File: src/hw/afx_pkg.sv
// Package with register map, field layout and timing constants for the filter and excitation control.
package afx_pkg;

  localparam logic [7:0] AFX_ADDR_DECIM = 8'hd4;
  localparam logic [7:0] AFX_ADDR_EXC = 8'hd5;
  localparam logic [7:0] AFX_DECIM_RESET = 8'h45;
  localparam logic [7:0] AFX_EXC_RESET = 8'h00;
  localparam logic [7:0] AFX_EXC_IMPL_MASK = 8'h4f;
  localparam logic [7:0] AFX_DECIM_CHOP_MIN = 8'h0d;
  localparam logic [7:0] AFX_DECIM_CAL_BEST = 8'hff;

  localparam int AFX_BIT_FIRST_EN = 0;
  localparam int AFX_BIT_SECOND_EN = 1;
  localparam int AFX_BIT_FIRST_SEL = 2;
  localparam int AFX_BIT_SECOND_SEL = 3;
  localparam int AFX_BIT_BURNOUT = 6;

  // Base modulator rate and the decimation multipliers.
  localparam int AFX_BASE_HZ = 32768;
  localparam int AFX_CLK_HZ = 100000000;
  localparam int AFX_MUL_CHOP_OFF = 8;
  localparam int AFX_MUL_CHOP_ON = 24;
  // Core clocks per base-rate tick, rounded down.
  localparam int AFX_TICK_CYCLES = AFX_CLK_HZ / AFX_BASE_HZ;
  localparam logic [11:0] AFX_TICK_LAST = 12'(AFX_TICK_CYCLES - 1);

  // Pin routing of the two excitation sources.
  typedef struct packed {
    logic first_to_seven;
    logic first_to_eight;
    logic second_to_seven;
    logic second_to_eight;
  } afx_exc_route_t;

  typedef struct packed {
    logic burnout_pair_56;
    logic burnout_pair_78;
  } afx_burnout_t;

endpackage

File: src/hw/afx_ctrl.sv
// Decimation word and excitation current source control with conversion pacing.
`timescale 1ns/1ps

// Operation
// - Chop on: rate is base/(24*word).
// - Chop off: rate is base/(8*word).
// - Whole 8-bit register is the decimation word.
// - Chop on clamps words below 13 up.
// - Calibration uses the programmed word.
// - Decimation register at d4, reset 45.
// - Current control register at d5, reset 00.
// - Burnout only on input pairs 5/6, 7/8.
// - Bit 3 routes second source 8/7.
// - Bit 2 routes first source 7/8.
// - Bits 1,0 enable second, first source.
// - Current writes never restart a conversion.
// - Both sources may share one pin.
// - Unimplemented bits ignore writes.
module afx_ctrl
(
  // Clock and reset
  input wire logic core_clk_i,
  input wire logic rst_i,
  // Special function register bus
  input wire logic [7:0] sfr_addr_i,
  input wire logic sfr_wr_i,
  input wire logic [7:0] sfr_wdata_i,
  output logic [7:0] sfr_rdata_o,
  // Converter mode and pair selection
  input wire logic chop_disable_i,
  input wire logic calibrating_i,
  input wire logic pair_56_sel_i,
  input wire logic pair_78_sel_i,
  // Converter controls
  output logic [7:0] decimation_value_o,
  output logic conv_done_o,
  output afx_pkg::afx_exc_route_t exc_route_o,
  output afx_pkg::afx_burnout_t burnout_o
);
  import afx_pkg::*;

  logic [7:0] decim_reg;
  logic [7:0] exc_reg;
  logic [7:0] eff_word;
  logic [11:0] tick_cnt_reg;
  logic [12:0] dec_cnt_reg;
  logic [12:0] dec_last;
  logic tick;

  // Clamped word the filter actually uses.
  function automatic logic [7:0] afx_eff_word(input logic [7:0] w, input logic chop_off);
    logic [7:0] r;
    r = w;
    if (!chop_off && (w < AFX_DECIM_CHOP_MIN))
    begin
      r = AFX_DECIM_CHOP_MIN;
    end
    return r;
  endfunction

  // Write strobe aimed at one register address.
  function automatic logic afx_wr_hit(input logic wr, input logic [7:0] addr, input logic [7:0] target);
    return wr && (addr == target);
  endfunction

  // Pin decode of one source, as {to_seven, to_eight}; a disabled source drives neither pin.
  function automatic logic [1:0] afx_pin_route(input logic en, input logic to_seven);
    logic [1:0] p;
    p = 2'b00;
    if (en)
    begin
      p = {to_seven, ~to_seven};
    end
    return p;
  endfunction

  ////////////////////////////////////////////////////////////////////////////
  // decimation register write
  always_ff @(posedge core_clk_i or posedge rst_i)
  begin
    if (rst_i)
    begin
      decim_reg <= AFX_DECIM_RESET;
    end
    else if (afx_wr_hit(sfr_wr_i, sfr_addr_i, AFX_ADDR_DECIM))
    begin
      decim_reg <= sfr_wdata_i;
    end
  end

  always_ff @(posedge core_clk_i or posedge rst_i)
  begin
    if (rst_i)
    begin
      exc_reg <= AFX_EXC_RESET;
    end
    else if (afx_wr_hit(sfr_wr_i, sfr_addr_i, AFX_ADDR_EXC))
    begin
      exc_reg <= sfr_wdata_i & AFX_EXC_IMPL_MASK;
    end
  end

  // Unmapped addresses read as zero.
  // Read data is registered, so it trails the address by one cycle.
  always_ff @(posedge core_clk_i or posedge rst_i)
  begin
    if (rst_i)
    begin
      sfr_rdata_o <= 8'h00;
    end
    else if (sfr_addr_i == AFX_ADDR_DECIM)
    begin
      sfr_rdata_o <= decim_reg;
    end
    else if (sfr_addr_i == AFX_ADDR_EXC)
    begin
      sfr_rdata_o <= exc_reg;
    end
    else
    begin
      sfr_rdata_o <= 8'h00;
    end
  end

  ////////////////////////////////////////////////////////////////////////////
  // The sample pacing is kept in 32.768 kHz ticks; the divider truncates, so
  // the tick runs very slightly fast, which is below the filter's resolution.
  // A decimation change applies to the running count, so one period may be short.
  // The calibration flag is deliberately not read: calibration runs at the programmed
  // word, so software that wants the cleanest calibration writes the largest word first.
  // calibration keeps programmed word
  assign eff_word = afx_eff_word(decim_reg, chop_disable_i);
  assign dec_last = chop_disable_i ?
    13'(AFX_MUL_CHOP_OFF * int'(eff_word) - 1) : 13'(AFX_MUL_CHOP_ON * int'(eff_word) - 1);
  assign tick = (tick_cnt_reg == AFX_TICK_LAST);

  always_ff @(posedge core_clk_i or posedge rst_i)
  begin
    if (rst_i)
    begin
      tick_cnt_reg <= 12'h000;
    end
    else if (tick)
    begin
      tick_cnt_reg <= 12'h000;
    end
    else
    begin
      tick_cnt_reg <= tick_cnt_reg + 12'h001;
    end
  end

  always_ff @(posedge core_clk_i or posedge rst_i)
  begin
    if (rst_i)
    begin
      dec_cnt_reg <= 13'h0000;
      conv_done_o <= 1'b0;
    end
    else
    begin
      conv_done_o <= 1'b0;
      if (tick)
      begin
        if (dec_cnt_reg >= dec_last)
        begin
          dec_cnt_reg <= 13'h0000;
          conv_done_o <= 1'b1;
        end
        else
        begin
          dec_cnt_reg <= dec_cnt_reg + 13'h0001;
        end
      end
    end
  end

  always_ff @(posedge core_clk_i or posedge rst_i)
  begin
    if (rst_i)
    begin
      decimation_value_o <= AFX_DECIM_RESET;
    end
    else
    begin
      decimation_value_o <= eff_word;
    end
  end

  ////////////////////////////////////////////////////////////////////////////
  // Routing is decoded per source, so two sources on one pin is legal.
  always_ff @(posedge core_clk_i or posedge rst_i)
  begin
    if (rst_i)
    begin
      exc_route_o <= '0;
      burnout_o <= '0;
    end
    else
    begin
      {exc_route_o.first_to_seven, exc_route_o.first_to_eight} <=
        afx_pin_route(exc_reg[AFX_BIT_FIRST_EN], ~exc_reg[AFX_BIT_FIRST_SEL]);
      {exc_route_o.second_to_seven, exc_route_o.second_to_eight} <=
        afx_pin_route(exc_reg[AFX_BIT_SECOND_EN], exc_reg[AFX_BIT_SECOND_SEL]);
      burnout_o.burnout_pair_56 <= exc_reg[AFX_BIT_BURNOUT] & pair_56_sel_i;
      burnout_o.burnout_pair_78 <= exc_reg[AFX_BIT_BURNOUT] & pair_78_sel_i;
    end
  end

endmodule

File: config.mk
export PLATFORM = sky130hd
export DESIGN_NAME = afx_ctrl
export DESIGN_NICKNAME = d
export VERILOG_FILES = /design/src/hw/afx_pkg.sv /design/src/hw/afx_ctrl.sv
export SDC_FILE = /design/constraint.sdc
export NUM_CORES = 1
export LEC_CHECK = 0
export ABC_AREA = 1
export BUFFER_PORTS_ARGS = -buffer_cell sky130_fd_sc_hd__buf_4
export CAP_MARGIN = 20
export CORE_MARGIN = 3
export CORE_UTILIZATION = 50
export CTS_BUF_LIST = sky130_fd_sc_hd__clkbuf_8
export DETAILED_ROUTE_END_ITERATION = 8
export GPL_TIMING_DRIVEN = 0
export PLACE_DENSITY = 0.7
export SLEW_MARGIN = 10
export SYNTH_ARGS = -nofsm -noshare
export SYNTH_HDL_FRONTEND = slang
export SYNTH_SLANG_ARGS = --single-unit
File: constraint.sdc
create_clock -name core_clk_i -period 9.7 [get_ports core_clk_i]
set_input_delay 1.94 -clock core_clk_i [delete_from_list [all_inputs] [get_ports core_clk_i]]
set_output_delay 1.94 -clock core_clk_i [all_outputs]
set_load 0.02 [all_outputs]
Word level (Yosys, flattened, before mapping):

Cells that the tools add are included.

* bits in registers: 61
* bits of input ports: 23
* output and inout bits: 23
* word-level logic and storage cells: 41

* add/sub/neg operators: 4
* $mul: 1
* $lt $le $gt $ge: 2
* equal/unequal tests: 3
* mux-type cells: 10
* bitwise operators: 4
* reduce and logical (&&, ||, !) cells: 4

Operator list (number)
* two-way mux 13 bit: 2
* == test 8 bit, second input constant: 2
* two-way mux 8 bit: 2
* adder 13 x 1 -> 13 bit, second input constant: 1
* greater-or-equal comparator 13 bit: 1
* subtractor 13 x 1 -> 13 bit, second input constant: 1
* adder 12 x 1 -> 12 bit, second input constant: 1
* == test 12 bit, second input constant: 1
* two-way mux 12 bit: 1
* subtractor 11 x 1 -> 12 bit, second input constant: 1
* multiplier 2 x 8 -> 10 bit, first input constant: 1
* less-than comparator 8 x 4 -> 1 bit, second input constant: 1
* two-way mux 7 bit: 1
* two-way mux 2 bit: 2
* logical AND 1 bit: 3
* AND 1 bit: 2
* two-way mux 1 bit: 2
* NOT 1 bit: 2
* logical NOT 1 bit: 1

Logic depth before layout (Yosys ltp):

* depth after elaboration: 9
* mapped depth: 34
* depth with buffers taken out: 33

Least setup slack after synthesis:

No wires, ideal clock.

* path kind: input port to flip-flop
* start: input chop_disable_i
* end: register dec_cnt_reg[4]
* setup time: 142 ps
* arrival: 5640 ps
* required time: 9558 ps
* path slack: 3918 ps
* cell stages on the path: 24
* buffers on the path: 2
* path through: clkbuf_1 > nor2_1 > nand2_2 > buf_6 > inv_2 > nor2_1 > ha_1 > fa_1 > nor2_1 > inv_1 > nor2_4 > nand2_2 > nor2_2 > nand3_2 > nor2_2 > a21oi_1 > o21ai_0 > nand2_1 > ha_1 > nand4_1 > nor4b_1 > nor2_1 > nor2_1 > nor3b_1

* word-level cells in the longest chain between the ends: 8
* elaborated cells on any way between the ends: 9
* those cells by class: add/sub: 2; mul: 1; order compare: 1; mux: 3; reduce/logical: 2

RTL lines
* start: declaration: RTL line afx_ctrl.sv:30 `input wire logic chop_disable_i,`
* logical NOT 1 bit *: RTL line afx_ctrl.sv:54 `if (!chop_off && (w < AFX_DECIM_CHOP_MIN))`
* logical AND 1 bit *: RTL line afx_ctrl.sv:54
* two-way mux 8 bit *: RTL line afx_ctrl.sv:54
* named net eff_word[1]: RTL line afx_ctrl.sv:44 `logic [7:0] eff_word;`
* multiplier 2 x 8 -> 10 bit: RTL line afx_ctrl.sv:134 `13'(AFX_MUL_CHOP_OFF * int'(eff_word) - 1) : 13'(AFX_MUL_CHOP_ON * int'(eff_word) - 1);`
* subtractor 13 x 1 -> 13 bit: RTL line afx_ctrl.sv:134
* two-way mux 13 bit *: RTL line afx_ctrl.sv:133 `assign dec_last = chop_disable_i ?`
* greater-or-equal comparator 13 bit *: RTL line afx_ctrl.sv:165 `if (dec_cnt_reg >= dec_last)`
* two-way mux 13 bit *: RTL line afx_ctrl.sv:165
* end signal: assignment: RTL line afx_ctrl.sv:172 `dec_cnt_reg <= dec_cnt_reg + 13'h0001;`
* end: declaration: RTL line afx_ctrl.sv:46 `logic [12:0] dec_cnt_reg;`

Mark *: on every way through the listed nets, which the timed path passes. The rest lies on a longest branch.
A chain may end at the register's enable or synchronous reset.

Final worst setup path:

* start: input chop_disable_i
* end: register dec_cnt_reg[12]

The elaborated chain is that of the path after synthesis.

==> run_results.csv <==
group,metric,value,unit
power_and_ir_drop,seqPwrFrac,43.1,%
route,dr.pass1.iters,4,
placed_design,hpwl,6130,microns
route,vias,3132,
cells_and_area,multi_input_area,0.00183,sq mm
critical_path,r2r_start,"decim_reg[6]",
route,drtIter0Drc,74,
synth,synth_seq_area_share,41.5,%
route,drt.antenna.violating_nets,0,
floorplanning,rows,30,
hold_path,hold_end,"exc_route_o[3]",
cts,cts_tree,"done",
cells_and_area,final_util,62.4,%
cells_and_area,drive_gt1_share,16.4,%
critical_path,reg2reg_depth,30,
sta,setup_tns,0,ps
cells_and_area,largest_reg_flops,13,
route,route.detailed.drc,0,
cts,cts.clk_slew.worst_paths,80,ps
critical_path,crit_type,"input port to flop",
route,wl_per_cell,12.3,microns
critical_path,arrival,6360,ps
sta,rsz0062_at_grt,"no",
cts,numCtsBuffers,9,
cts,clock_sinks,61,
placed_design,gp_congestion,0.953,
synth,yosysUniqueCellTypes,41,
hold_path,min_from,"exc_reg[2]",
floorplanning,coreArea,0.00698,sq mm
placed_design,port_buffers,43,
cells_and_area,area_growth_syn_to_layout,17.9,%
cts,clock_latency,340,ps
synth,synth_flop_cell,"dfrtp_1",
cells_and_area,stdcell_count,626,
floorplanning,dieArea,0.00846,sq mm
floorplanning,die_w,92.0,microns
hold_path,hp-class,"flop to flop",
power_and_ir_drop,ir_drop,124,uV
cts,cts.path.max_buffers,2,
route,routed_wl,7700,microns
power_and_ir_drop,swShare,30.8,%
cells_and_area,fin_area,0.00436,sq mm
cts,clockRootBuffer,"clkbuf_8",
global_route,grt_pass1_wl,13700,microns
critical_path,critical_path.slowest_cell,"nor2_1",
power_and_ir_drop,switchingPower,0.193,mW
critical_path,cpPeakStageDelay,510,ps
cts,h-tree-depth,3,
power_and_ir_drop,power_frac_comb,21.1,%
placed_design,placed_area,0.00416,sq mm
critical_path,crit_path_end_kind,"flop",
global_route,grt_max_degree,33,
synth,synth_top_area_cell,"dfrtp_1",
sta,tightest_slew,681,ps
outcome,status,"finished clean",
critical_path,worst_setup_path_start_kind,"input port",
cells_and_area,nFillCells,645,
global_route,gr-usage-all-layers,20.0,%
critical_path,cp_max_fo,10,
cts,holdBufCountCts,0,
synth,ys_warn_count,0,
cells_and_area,finalNetCount,577,
synth,ys_top_cells_by_count,"99 x nand2_1, 80 x inv_1, 55 x dfrtp_1",
synth,synth_area_per_cell,7.86,sq um
floorplanning,start_util,52.9,%
critical_path,reg2reg_slack,4590,ps
power_and_ir_drop,clock_power_share,35.8,%
synth,syn_area,0.00370,sq mm
sta,drv_slew,0,
synth,synth.ff_latch_count,61,
global_route,antenna_found_initial,0,
sta,timing.final.crit_share,63.5,%
sta,timing.hold.ws,469,ps
global_route,grt-ovfl-total,0,
hold_path,hold_depth,1,
global_route,grt_pass1_vias,3122,
cells_and_area,antenna_cells,0,
synth,post-synth-top-count-cell,"nand2_1",
synth,synth.top_cell.area_share,37.2,%
power_and_ir_drop,leakage,2.35,nW
power_and_ir_drop,p_int,0.436,mW
critical_path,crit_required,9900,ps
power_and_ir_drop,powerDensity,144,mW/mm^2
critical_path,cp_common_cell,"nor2_1",
job,maxCapViolCount,0,
critical_path,startpoint,"chop_disable_i",
cts,cts_resized,0,
sta,maxSlewHeadroom,54.5,%
sta,fin_skew,10.6,ps
synth,synth_edf_count,0,
synth,syn_nets,522,
synth,async_flop_share,100,%
placed_design,place_inst,610,
route,viasPerCell,5.00,
cts,cts_setup_buffers,0,
critical_path,r2r_end,"dec_cnt_reg[12]",
synth,synthTopCellsByArea,"dfrtp_1 37%, nand2_1 10%, ha_1 9.5%, inv_1 8.1%, nor2_1 4.8%",
sta,hold_viol,0,
sta,period_minus_slack,6160,ps
floorplanning,die_y,92.0,microns
synth,synthCells,470,
sta,fmax,162,MHz
floorplanning,io_pins,46,
sta,setup_viol,0,
cells_and_area,final-seq-area,0.00153,sq mm
==> power by group through the flow <==
stage	Clock, mW	Combinational, mW	Sequential (mW)
2_1_floorplan	0	0.0890	0.282
3_5_place_dp	0	0.133	0.276
6_report	0.225	0.133	0.271
4_1_cts	0.231	0.134	0.271
5_1_grt	0.244	0.153	0.273
3_3_place_gp	0	0.129	0.276
==> metal layers <==
metal	global-route usage (%)	vias up	part of all wire (%)
met5	0	-	0
met3	6.32	16	4.6
met2	33.2	65	48
li1	-	1631	-
met4	6.81	0	2.0
met1	24.5	1420	46
==> area by class of cell <==
type / count / share of cell area (%)
tap: 96 / 2.76
clock buffer: 9 / 2.84
clock inverter: 7 / 1.75
multi-input combinational: 323 / 42.0
inverter: 83 / 7.15
timing repair buffer: 44 / 7.86
buffer: 3 / 0.431
sequential: 61 / 35.2
==> cells in the final DEF (no fill, tap or decap), types with 6 or more instances in the layout <==
cell type,synthesis,final
nand2_1,99,99
inv_1,80,80
dfrtp_1,55,55
nor2_1,47,47
buf_4,0,43
nand3_1,29,29
ha_1,28,28
o21ai_0,24,24
a21oi_1,17,17
nand4_1,14,14
nor3_1,10,10
xor2_1,10,10
clkbuf_8,0,9
dfstp_2,6,6
==> stage by stage <==
stage	worst slack [ps]	total power, mW
after floorplan	3920	0.371
after global placement	3200	0.405
after detailed placement	3120	0.410
after CTS	3480	0.637
after global routing	2830	0.669
final	3540	0.629
==> cell families (layout without fill, tap and decap cells) <==
logic type      count (synthesis)  in the layout  synth area share [%]
buf+inv                        86            146                  8.94
simple gates                  223            223                  27.6
mux                             1              1                 0.271
xor+xnor                       13             13                  3.08
compound gates                 57             57                  8.56
fa+ha+maj                      29             29                  10.0
flops                          61             61                  41.5
==> critical path: cells and delay by family <==
family | cells | cell delay, ps
adders and majority gates | 3 | 1020
buffers and inverters | 4 | 650
AOI/OAI and AO/OA | 1 | 180
and+or+nand+nor | 20 | 2530
==> worst max-delay path by stage <==
stage / end / slack [ps] / depth (start not counted)
2_1_floorplan: dec_cnt_reg[4] / 3920 / 24
3_3_place_gp: dec_cnt_reg[12] / 3200 / 28
3_5_place_dp: dec_cnt_reg[10] / 3120 / 28
4_1_cts: dec_cnt_reg[12] / 3480 / 28
5_1_grt: dec_cnt_reg[12] / 2830 / 28
6_report: dec_cnt_reg[12] / 3540 / 28
No activity file was read; power rests on OpenSTA's default activity.
